<file path="src/rtl/adcc_params.svh">
`ifndef ADCC_PARAMS_SVH
`define ADCC_PARAMS_SVH

`define ADCC_ADDR_CFG      8'hbc
`define ADCC_ADDR_CTL      8'he8

`define ADCC_CTL_EN        7
`define ADCC_CTL_BURST     6
`define ADCC_CTL_DONE      5
`define ADCC_CTL_BUSY      4
`define ADCC_CTL_WIN       3
`define ADCC_CTL_SRC_HI    2
`define ADCC_CTL_SRC_LO    0

`define ADCC_CFG_DIV_HI    7
`define ADCC_CFG_DIV_LO    3
`define ADCC_CFG_EIGHT     2
`define ADCC_CFG_DTRACK    1
`define ADCC_CFG_GAIN      0

`define ADCC_CTL_RESET     8'h00
`define ADCC_CFG_RESET     8'hf8

`define ADCC_SRC_SW        3'h0
`define ADCC_SRC_T0        3'h1
`define ADCC_SRC_T2        3'h2
`define ADCC_SRC_T3        3'h3

`define ADCC_TRACK_CLKS    4'h3
`define ADCC_CONV_CLKS10   4'ha
`define ADCC_CONV_CLKS8    4'h8
`define ADCC_CNT_ONE       4'h1
`define ADCC_RPT_ONE       7'h01

`endif

</file>
<file path="src/rtl/adcc_pkg.sv">
package adcc_pkg;
    // Gray sequence idle -> track -> convert -> finish -> idle
    typedef enum logic [1:0] {
        st_idle  = 2'b00,
        st_track = 2'b01,
        st_conv  = 2'b11,
        st_fin   = 2'b10
    } adcc_state_t;
endpackage

</file>
<file path="src/rtl/adcc_sar_div.sv">
`timescale 1ns/1ps
`include "adcc_params.svh"
module adcc_sar_div (
    // Clock and reset
    input  wire logic       clock,
    input  wire logic       rst,
    // Control
    input  wire logic       src_tick,
    input  wire logic       restart,
    input  wire logic [4:0] divide,
    // SAR clock enable
    output logic            sar_tick
);
    logic [4:0] cnt_q;
    logic [4:0] cnt_d;

    // Counting source ticks, one SAR tick every divide+1 of them
    always_comb begin
        cnt_d = cnt_q;
        if (restart) begin
            cnt_d = 5'h00;
        end else if (src_tick) begin
            if (cnt_q >= divide) begin
                cnt_d = 5'h00;
            end else begin
                cnt_d = cnt_q + 5'h01;
            end
        end
    end

    always_ff @(posedge clock or posedge rst) begin
        if (rst) begin
            cnt_q <= 5'h00;
        end else begin
            cnt_q <= cnt_d;
        end
    end

    assign sar_tick = src_tick && !restart && (cnt_q >= divide);
endmodule

</file>
<file path="src/rtl/adcc_top.sv">
`timescale 1ns/1ps
`include "adcc_params.svh"
module adcc_top (
    // Clock and reset
    input  wire logic        clock,
    input  wire logic        rst,
    // Special function register port
    input  wire logic [7:0]  sfr_addr,
    input  wire logic        sfr_wr_en,
    input  wire logic        sfr_rd_en,
    input  wire logic [7:0]  sfr_wdata,
    output logic      [7:0]  sfr_rdata,
    // Start sources and oscillator
    input  wire logic        timer0_overflow,
    input  wire logic        timer2_overflow,
    input  wire logic        timer3_overflow,
    input  wire logic        external_convert_strobe,
    input  wire logic        lp_osc_tick,
    // Converter side
    input  wire logic [9:0]  sample_data,
    input  wire logic [6:0]  burst_repeat,
    input  wire logic [15:0] upper_threshold,
    input  wire logic [15:0] lower_threshold,
    output logic             converter_powered,
    output logic             tracking,
    output logic             converting,
    output logic             gain_select,
    output logic             eight_bit_mode,
    output logic      [7:0]  result_high,
    output logic      [7:0]  result_low
);
    logic [7:0] ctl_q, ctl_d, cfg_q, cfg_d, rdata_q, rdata_d;
    logic [7:0] res_hi_q, res_hi_d, res_lo_q, res_lo_d;
    logic [3:0] cnt_q, cnt_d;
    logic [6:0] left_q, left_d;
    logic       strobe_q;
    adcc_pkg::adcc_state_t st_q, st_d;

    logic       wr_ctl, wr_cfg, enable, burst, dtrack, eight;
    logic       src_ev, start, sar_tick, fin, in_window;
    logic [2:0] src;
    logic [3:0] conv_len;
    logic [6:0] rpt;
    logic [15:0] result;

    assign wr_ctl = sfr_wr_en && (sfr_addr == `ADCC_ADDR_CTL);
    assign wr_cfg = sfr_wr_en && (sfr_addr == `ADCC_ADDR_CFG);
    assign enable = ctl_q[`ADCC_CTL_EN];
    assign burst  = ctl_q[`ADCC_CTL_BURST];
    assign src    = ctl_q[`ADCC_CTL_SRC_HI:`ADCC_CTL_SRC_LO];
    assign dtrack = cfg_q[`ADCC_CFG_DTRACK];
    assign eight  = cfg_q[`ADCC_CFG_EIGHT];
    assign conv_len = eight ? `ADCC_CONV_CLKS8 : `ADCC_CONV_CLKS10;
    // A repeat count of zero would wrap to 128 conversions, so it runs as one
    assign rpt = (burst_repeat == 7'h00) ? `ADCC_RPT_ONE : burst_repeat;
    assign result = {res_hi_q, res_lo_q};

    // Start source select
    always_comb begin
        src_ev = 1'b0;
        if (src[`ADCC_CTL_SRC_HI]) begin
            src_ev = external_convert_strobe && !strobe_q;
        end else begin
            unique case (src)
                `ADCC_SRC_SW: src_ev = wr_ctl && sfr_wdata[`ADCC_CTL_BUSY];
                `ADCC_SRC_T0: src_ev = timer0_overflow;
                `ADCC_SRC_T2: src_ev = timer2_overflow;
                `ADCC_SRC_T3: src_ev = timer3_overflow;
                default:      src_ev = 1'b0;
            endcase
        end
    end

    // Shutdown blocks starts; in burst the converter wakes itself per start
    assign start = src_ev && (enable || burst) && (st_q == adcc_pkg::st_idle);

    adcc_sar_div u_div (
        .clock    (clock),
        .rst      (rst),
        .src_tick (burst ? lp_osc_tick : 1'b1),
        .restart  (start),
        .divide   (cfg_q[`ADCC_CFG_DIV_HI:`ADCC_CFG_DIV_LO]),
        .sar_tick (sar_tick)
    );

    // Conversion sequencer
    always_comb begin
        st_d     = st_q;
        cnt_d    = cnt_q;
        left_d   = left_q;
        res_hi_d = res_hi_q;
        res_lo_d = res_lo_q;
        unique case (st_q)
            adcc_pkg::st_idle: begin
                if (start) begin
                    left_d = burst ? rpt : `ADCC_RPT_ONE;
                    if (dtrack) begin
                        st_d  = adcc_pkg::st_track;
                        cnt_d = `ADCC_TRACK_CLKS;
                    end else begin
                        st_d  = adcc_pkg::st_conv;
                        cnt_d = conv_len;
                    end
                end
            end
            adcc_pkg::st_track: begin
                if (sar_tick) begin
                    if (cnt_q == `ADCC_CNT_ONE) begin
                        st_d  = adcc_pkg::st_conv;
                        cnt_d = conv_len;
                    end else begin
                        cnt_d = cnt_q - `ADCC_CNT_ONE;
                    end
                end
            end
            adcc_pkg::st_conv: begin
                if (sar_tick) begin
                    if (cnt_q == `ADCC_CNT_ONE) begin
                        if (eight) begin
                            res_hi_d = sample_data[9:2];
                            res_lo_d = 8'h00;
                        end else begin
                            res_hi_d = {6'h00, sample_data[9:8]};
                            res_lo_d = sample_data[7:0];
                        end
                        left_d = left_q - `ADCC_RPT_ONE;
                        if (left_q == `ADCC_RPT_ONE) begin
                            st_d = adcc_pkg::st_fin;
                        end else if (dtrack) begin
                            st_d  = adcc_pkg::st_track;
                            cnt_d = `ADCC_TRACK_CLKS;
                        end else begin
                            cnt_d = conv_len;
                        end
                    end else begin
                        cnt_d = cnt_q - `ADCC_CNT_ONE;
                    end
                end
            end
            adcc_pkg::st_fin: begin
                st_d = adcc_pkg::st_idle;
            end
        endcase
    end

    assign fin = (st_q == adcc_pkg::st_fin);
    // Inclusive bounds; compared once per completed conversion or burst
    assign in_window = (result >= lower_threshold) && (result <= upper_threshold);

    // Register writes; hardware sets win over a software clear in the same cycle
    always_comb begin
        ctl_d = ctl_q;
        cfg_d = cfg_q;
        if (wr_ctl) begin
            ctl_d = sfr_wdata;
            ctl_d[`ADCC_CTL_BUSY] = 1'b0;
        end
        if (wr_cfg) begin
            cfg_d = sfr_wdata;
        end
        if (fin) begin
            ctl_d[`ADCC_CTL_DONE] = 1'b1;
            if (in_window) begin
                ctl_d[`ADCC_CTL_WIN] = 1'b1;
            end
        end
    end

    // Busy reads from the sequencer, not from storage
    always_comb begin
        rdata_d = rdata_q;
        if (sfr_rd_en) begin
            unique case (sfr_addr)
                `ADCC_ADDR_CTL: begin
                    rdata_d = ctl_q;
                    rdata_d[`ADCC_CTL_BUSY] = (st_q != adcc_pkg::st_idle);
                end
                `ADCC_ADDR_CFG: rdata_d = cfg_q;
                default:        rdata_d = 8'h00;
            endcase
        end
    end

    always_ff @(posedge clock or posedge rst) begin
        if (rst) begin
            ctl_q    <= `ADCC_CTL_RESET;
            cfg_q    <= `ADCC_CFG_RESET;
            rdata_q  <= 8'h00;
            st_q     <= adcc_pkg::st_idle;
            cnt_q    <= 4'h0;
            left_q   <= 7'h00;
            res_hi_q <= 8'h00;
            res_lo_q <= 8'h00;
            strobe_q <= 1'b0;
        end else begin
            ctl_q    <= ctl_d;
            cfg_q    <= cfg_d;
            rdata_q  <= rdata_d;
            st_q     <= st_d;
            cnt_q    <= cnt_d;
            left_q   <= left_d;
            res_hi_q <= res_hi_d;
            res_lo_q <= res_lo_d;
            strobe_q <= external_convert_strobe;
        end
    end

    assign sfr_rdata         = rdata_q;
    assign converter_powered = enable || (st_q != adcc_pkg::st_idle);
    assign tracking          = (st_q == adcc_pkg::st_track);
    assign converting        = (st_q == adcc_pkg::st_conv);
    assign gain_select       = cfg_q[`ADCC_CFG_GAIN];
    assign eight_bit_mode    = eight;
    assign result_high       = res_hi_q;
    assign result_low        = res_lo_q;

    // Helpers for the checks below
    logic [5:0] gap_q;
    logic [6:0] conv_seen_q;
    logic       rate_ok_q;
    always_ff @(posedge clock or posedge rst) begin
        if (rst) begin
            gap_q       <= 6'h00;
            conv_seen_q <= 7'h00;
            rate_ok_q   <= 1'b0;
        end else begin
            gap_q <= (sar_tick || start) ? 6'h00 : gap_q + 6'h01;
            // A period that straddles a divider or mode change is not a fair sample
            if (wr_cfg || wr_ctl) begin
                rate_ok_q <= 1'b0;
            end else if (sar_tick) begin
                rate_ok_q <= 1'b1;
            end
            if (start) begin
                conv_seen_q <= 7'h00;
            end else if (converting && sar_tick && (cnt_q == `ADCC_CNT_ONE)) begin
                conv_seen_q <= conv_seen_q + 7'h01;
            end
        end
    end

    property p_shutdown_blocks;
        @(posedge clock) disable iff (rst)
        (st_q == adcc_pkg::st_idle) && !enable && !burst |=> (st_q == adcc_pkg::st_idle);
    endproperty
    a_shutdown_blocks: assert property (p_shutdown_blocks)
        else $error("conversion began while shut down");

    property p_burst_count;
        @(posedge clock) disable iff (rst)
        fin && burst |-> (conv_seen_q == rpt);
    endproperty
    a_burst_count: assert property (p_burst_count)
        else $error("burst ended with wrong conversion count");

    property p_done_set;
        @(posedge clock) disable iff (rst)
        fin |=> ctl_q[`ADCC_CTL_DONE] && (st_q == adcc_pkg::st_idle);
    endproperty
    a_done_set: assert property (p_done_set)
        else $error("done flag not set after conversion");

    property p_window_set;
        @(posedge clock) disable iff (rst)
        fin && in_window |=> ctl_q[`ADCC_CTL_WIN];
    endproperty
    a_window_set: assert property (p_window_set)
        else $error("window flag not set");

    property p_flags_sticky;
        @(posedge clock) disable iff (rst)
        ctl_q[`ADCC_CTL_DONE] && !wr_ctl |=> ctl_q[`ADCC_CTL_DONE];
    endproperty
    a_flags_sticky: assert property (p_flags_sticky)
        else $error("done flag cleared without a write");

    property p_sw_start;
        @(posedge clock) disable iff (rst)
        wr_ctl && sfr_wdata[`ADCC_CTL_BUSY] && (src == `ADCC_SRC_SW) && enable
        && (st_q == adcc_pkg::st_idle) |=> (st_q != adcc_pkg::st_idle);
    endproperty
    a_sw_start: assert property (p_sw_start)
        else $error("software start ignored");

    property p_strobe_start;
        @(posedge clock) disable iff (rst)
        src[`ADCC_CTL_SRC_HI] && enable && (st_q == adcc_pkg::st_idle)
        && $rose(external_convert_strobe) |=> (st_q != adcc_pkg::st_idle);
    endproperty
    a_strobe_start: assert property (p_strobe_start)
        else $error("strobe edge did not start");

    property p_sar_rate;
        @(posedge clock) disable iff (rst)
        sar_tick && !burst && rate_ok_q && !$past(start) && ($past(gap_q) != 6'h00)
        |-> (gap_q == {1'b0, cfg_q[`ADCC_CFG_DIV_HI:`ADCC_CFG_DIV_LO]});
    endproperty
    a_sar_rate: assert property (p_sar_rate)
        else $error("SAR clock period wrong");

    property p_delayed_track;
        @(posedge clock) disable iff (rst)
        start && dtrack |=> tracking [*1] ##0 (cnt_q == `ADCC_TRACK_CLKS);
    endproperty
    a_delayed_track: assert property (p_delayed_track)
        else $error("delayed track not entered");

    property p_eight_low_zero;
        @(posedge clock) disable iff (rst)
        converting && eight && sar_tick && (cnt_q == `ADCC_CNT_ONE) |=> (result_low == 8'h00);
    endproperty
    a_eight_low_zero: assert property (p_eight_low_zero)
        else $error("low byte not zero in eight-bit mode");
endmodule

</file>
<file path="config.mk">
export PLATFORM = sky130hd
export DESIGN_NAME = adcc_top
export DESIGN_NICKNAME = d
export VERILOG_FILES = /design/src/rtl/adcc_pkg.sv /design/src/rtl/adcc_sar_div.sv /design/src/rtl/adcc_top.sv
export VERILOG_INCLUDE_DIRS = /design/src /design/src/rtl
export SDC_FILE = /design/constraint.sdc
export NUM_CORES = 1
export LEC_CHECK = 0
export BUFFER_PORTS_ARGS = -buffer_cell sky130_fd_sc_hd__buf_2
export CORE_AREA = 2 2 113 71
export DETAILED_ROUTE_END_ITERATION = 10
export DIE_AREA = 0 0 115 73
export PLACE_DENSITY_LB_ADDON = 0.12
export SYNTH_ARGS = -nofsm -noshare
export SYNTH_HDL_FRONTEND = slang
export SYNTH_SLANG_ARGS = --single-unit
export TNS_END_PERCENT = 10
</file>
<file path="constraint.sdc">
create_clock -name clock -period 3.44 [get_ports clock]
set_input_delay 0 -clock clock [delete_from_list [all_inputs] [get_ports clock]]
set_output_delay 0 -clock clock [all_outputs]
set_load 0.02 [all_outputs]
</file>
Word level (Yosys, flattened, before mapping)
Cells that the tools add are included.

operators by class
  reductions and logical operators = 25
  magnitude comparators = 3
  mux-type cells = 37
  equality and inequality tests = 17
  $add $sub $neg = 3

operator list
  cell                   count
  $mux W7                5
  $mux W4                7
  $mux W2                9
  $eq A8 B8 Y1 const B   2
  $ge A16 B16 Y1         1
  $le A16 B16 Y1         1
  $mux W8                2
  $pmux W8 S2            1
  $mux W5                3
  $pmux W7 S2            1
  $pmux W4 S3            1
  $ne A2 B1 Y1 const B   5
  $logic_and A1 B1 Y1    9
  $pmux W2 S4            1
  $reduce_bool A2 Y1     4
  $eq A7 B1 Y1 const B   1
  $logic_not A7 Y1       1
  $sub A7 B1 Y7 const B  1
  $eq A3 B2 Y1 const B   2
  $mux W6                1
  $reduce_and A6 Y1      1
  $add A5 B1 Y5 const B  1
  $ge A5 B5 Y1           1
  $mux W1                5
  16 further kinds       19

storage, ports and cells
  register bits after elaboration = 58
  logic and storage cells = 97
  output and inout port bits = 29

Longest topological paths before layout
  word-level depth = 12
  mapped depth = 9

Hierarchy
From an unflattened synthesis, not the netlist that was laid out.

unflattened totals
  cell total of the unflattened synthesis = 410
  area, all modules = 3,872.5 um^2

modules (own cells, without submodules)
  module        area an instance (um^2)  times used  cells each  sequential area each (um^2)
  adcc_top      3,472.1                  1           372         1,332.5
  adcc_sar_div  400.4                    1           38          125.1

Least setup slack after synthesis
Ideal clock, no wire load.

  kind = register to register
  start = register res_hi_q[3] (netlist: result_high[3])
  end = register ctl_q[3]
  setup time = 0.116 ns
  stages on the path, launching flop included = 7
  arrival = 1.929 ns
  data required time = 3.324 ns
  slack = 1.395 ns
  clock period less this slack = 2.045 ns
  cells stage by stage = dfrtp_1 > ha_1 > and3_1 > a221o_1 > a221oi_1 > a21oi_1 > o311ai_0

between the ends
  longest elaborated chain between the ends = 4
  elaborated cells on any way between the ends = 5
  those cells by class = 2 x order compare; 2 x mux; 1 x reduce/logical

RTL lines
  what                                              line             text
  start: declaration                                adcc_top.sv:33   logic [7:0] res_hi_q, res_hi_d, res_lo_q, res_lo_d;
  start signal: assignment                          adcc_top.sv:202  res_hi_q <= res_hi_d;
  $ge A16 B16 Y1 or $le A16 B16 Y1 (tied branches)  adcc_top.sv:148  assign in_window = (result >= lower_threshold) && (result <= upper_threshold);
  $logic_and A1 B1 Y1 *                             adcc_top.sv:148
  $mux W1 *                                         adcc_top.sv:163  if (in_window) begin
  $mux W1 *                                         adcc_top.sv:161  if (fin) begin
  net ctl_d[3]                                      adcc_top.sv:32   logic [7:0] ctl_q, ctl_d, cfg_q, cfg_d, rdata_q, rdata_d;
  end signal: assignment                            adcc_top.sv:186  ctl_q <= `ADCC_CTL_RESET;
  end signal: assignment                            adcc_top.sv:196  ctl_q <= ctl_d;
  end: declaration                                  adcc_top.sv:32

Mark *: on every way through the listed nets, which the timed path passes. The rest lies on a longest branch.
A chain may end at the register's enable or synchronous reset.

Worst setup path after layout
  start = register cfg_q[7]
  end = register res_hi_q[2] (netlist: result_high[2])

between the ends
  longest elaborated chain between the ends = 3

RTL lines
  what                                line                text
  start: declaration                  adcc_top.sv:32
  start signal: assignment            adcc_top.sv:187     cfg_q <= `ADCC_CFG_RESET;
  start signal: assignment            adcc_top.sv:197     cfg_q <= cfg_d;
  $ge A5 B5 Y1                        adcc_sar_div.sv:39  assign sar_tick = src_tick && !restart && (cnt_q >= divide);
  $logic_and A1 B1 Y1                 adcc_sar_div.sv:39
  $reduce_and A3 Y1 (no source line)  n/a

No other way between the ends.

==> results.md <==
* Sequential-to-total area share from yosys stat at a little under two fifths
* Worst R2R Setup Slack at around 900 ps
* Post-synth top cells: 55 x nand2_1, 53 x dfrtp_1, 45 x inv_1
* Die footprint at about 8400 sq um
* CP Class: reg2reg
* Post-synthesis sequential element count at between 50 and 60
* Filler cells at around 650
* Drt total wl at just over 10 mm
* Most numerous cell in the Yosys netlist: nand2_1
* Initial core utilization at 50.9%
* Top layer reached by signal wires: met4
* Part of the cycle the worst path needs at about 74%
* Cells after synthesis at 428
* Worst setup margin at roughly 900 ps
* Power Density at 443 nW/um^2
* Dpl ws at around 900 ps
* Psw at between 600 and 700 uW
* H-Tree Depth at 3
* Clock Tree Buf Depth at 2
* Antenna Cells at 0
* Iter 0 DRT Violations at 159
* MaxCap Viol Count at 0
* Data required, critical path at 3600 ps
* Async SR Flop Fraction at 100%
* Clk root buf: clkbuf_16
* CTS sink count at slightly below 60
* Vias post-DR at between 3k and 4k
* Ys flop type: dfrtp_1
* Worst-Skew Late Latency at around 330 ps
* Relative slew slack at a little over two fifths
* Met2 wire length at between 4 and 5 mm
* Min cycle time layout at about 2500 ps
* Critical Path Source: cfg_q[7]
* LEAKAGE at about 0.0026 uW
* Largest net degree at the start of global routing at 40
* Max Slew Vio Count at 0
* Core box area at ~7500 sq um
* Internal Power at between 1500 and 2000 uW
* RSZ-0062 raised after global routing: false
* Clk_skew at about 6.3 ps
* Crit path DAT at 2700 ps
* CTS Buf Count at 9
* DP Wirelength at 7.73 mm
* Vias/cell at 5.35
* Synth unique cells at 60
* Reg-to-reg startpoint: cfg_q[7]
* GP Congestion at between 0.8 and 0.9
* Reg clk slew, reported paths at ~50 ps
* Post-cts resize count at 0
* Mapped Avg Cell Area at a little under 9 sq um
* Path type of the worst min-delay path: in2reg
* Gr ovfl total at 0
* CP Capture Point: result_high[2]
* PortBufs at about 100
* Final Net Count at approximately 670
* Placement Cell Area at approximately 4400 sq um
* Post-synth top area cell: dfrtp_1
* Drt drc at 0
* Synth area leaders: dfrtp_1 35%, ha_1 14%, nand2_1 5.4%
* Crit Path Max Fanout at 32
* Number of global-route vias before repair at around 3.3k
* Finished Cell Area at about 5000 sq um
* Clk pwr share at about two fifths
* Metal3 WL at about 570 um
* Crit end category: flop
* Register Area at ~1500 sq um
* Synth top area share at a little over a third
* CTS tree: yes
* Multi-input logic area at between 2000 and 2500 sq um
* Die height at around 73 um
* Max Clock Freq at a little under 400 MHz
* Die Span X at 115 um
* # rows at 25
* Setup crit start kind: flop
* WL met1 at roughly 5.2 mm
* Worst slew pin tran at around 870 ps
* Worst vdd ir at 233 uV
* Setup TNS at 0 ps
* I/O pin count at 103
* Final Hold Fails at 0
* First-pass GRT wire length at ~16 mm
* Reg2Reg Depth at 7
* FF-to-FF End: result_high[2]
* Setup violators final at 0
* Yosys warns at 0
* Syn Nets at around 540
* Detail Route Antenna Nets at 0
* Post-synth EDFFs at 0
* Switching part of the total at between 20% and 30%
* Antenna violations before repair at 0
* DR pass1 iterations at 4
* Post-Syn Area at approximately 3800 sq um
* Sequential power share at about two fifths
* Layout cells sized above 1 at a little over a quarter
* WL/cell at ~16 um
* Area Overhead vs Synth at 28.6%
* Share of power burned in combinational logic at a little over a fifth
* GRT Overall Usage at 25.5%
* Outcome: complete, no violations
[worst min path at each step]
stage                                        from   endpoint  slack, ps  cells after the start
after floorplan           external_convert_strobe   strobe_q         30                      0
after global placement    external_convert_strobe   strobe_q        120                      1
after detailed placement  external_convert_strobe   strobe_q        130                      1
after CTS                         burst_repeat[2]  left_q[2]        0.2                      3
after global routing              burst_repeat[2]  left_q[2]         20                      3
final                             burst_repeat[2]  left_q[2]          6                      3
[flip-flops by register name, summed over array words and instances (netlist names)]
signal / cells
st_q: 2
sfr_rdata: 8
result_high: 8
u_div.cnt_q: 5
cfg_q: 8
strobe_q: 1
ctl_q: 7
result_low: 8
left_q: 7
cnt_q: 4
[metrics by stage]
stage	hold WS [ps]	cells	power [uW]	util [%]
finish	6.02	651	2180	65.5
global route	19.3	651	2310	65.5
CTS	0.183	651	2190	65.5
detailed placement	130	613	1330	58.8
global placement	125	613	1300	58.8
floorplan	31.4	428	1170	-
[repair_timing]
action | in CTS | in global routing
setup buffers | 0 | 0
endpoints found under the setup margin | 0 | 0
hold buffers | 22 | 0
hold endpoints to repair | 65 | 0
[placed cells by master, fill, tap and decap left out, drive strengths merged, types with 2 or more instances in the layout]
cell type,instances
mux2i,3
a21oi,23
nand4,3
nor2b,5
nor2,30
nand3b,3
and4,2
dfrtp,53
or2,2
nand2,55
nand2b,12
a31oi,3
inv,45
mux2,10
a22oi,8
nor3,8
xor2,3
a22o,2
o21ai,38
a211oi,5
dlygate4sd3,22
buf,105
a21o,5
a32oi,3
clkbuf,14
nand4b,2
nand3,12
o311ai,2
dfstp,5
a221oi,4
and2,3
clkinv,2
ha,42
or3,3
and3,3
and4bb,2
[logic make-up after synthesis]
family	Yosys count	synth area share (%)
fa+ha+maj	42	13.8
compound gates	103	17.4
simple gates	150	20.1
buf+inv	59	6.02
flops	58	38.1
mux	13	3.93
xor+xnor	3	0.688
[power by group through the flow]
| stage | Clock (uW) | Sequential [uW] | Combinational [uW] |
|---|---|---|---|
| 3_5_place_dp | 0 | 872 | 453 |
| 6_report | 844 | 862 | 474 |
| 5_1_grt | 886 | 880 | 544 |
| 4_1_cts | 854 | 862 | 477 |
| 3_3_place_gp | 0 | 868 | 436 |
| 2_1_floorplan | 0 | 842 | 329 |
[critical path, stage by stage, from the launching register on]
cell and delay, ps:
dfstp_2 520, inv_1 50, ha_1 320, a21oi_1 200, nor2b_1 70, a41o_1 300
nand2_1 670, o21ai_0 230
[layout make-up]
type                       instances  share of cell area, %
timing repair buffer             127                   15.3
inverter                          45                   3.44
clock inverter                     2                  0.204
multi-input combinational        311                   43.4
sequential                        58                   29.7
tap                               94                   2.39
clock buffer                      14                   5.58
[routing by layer]
layer | track usage, % | up-vias
li1 | - | 1753
met1 | 37.7 | 1644
met2 | 37.6 | 82
met3 | 7.39 | 6
met4 | 4.15 | 0
met5 | 0 | -
(Power assumes the default switching activity.)
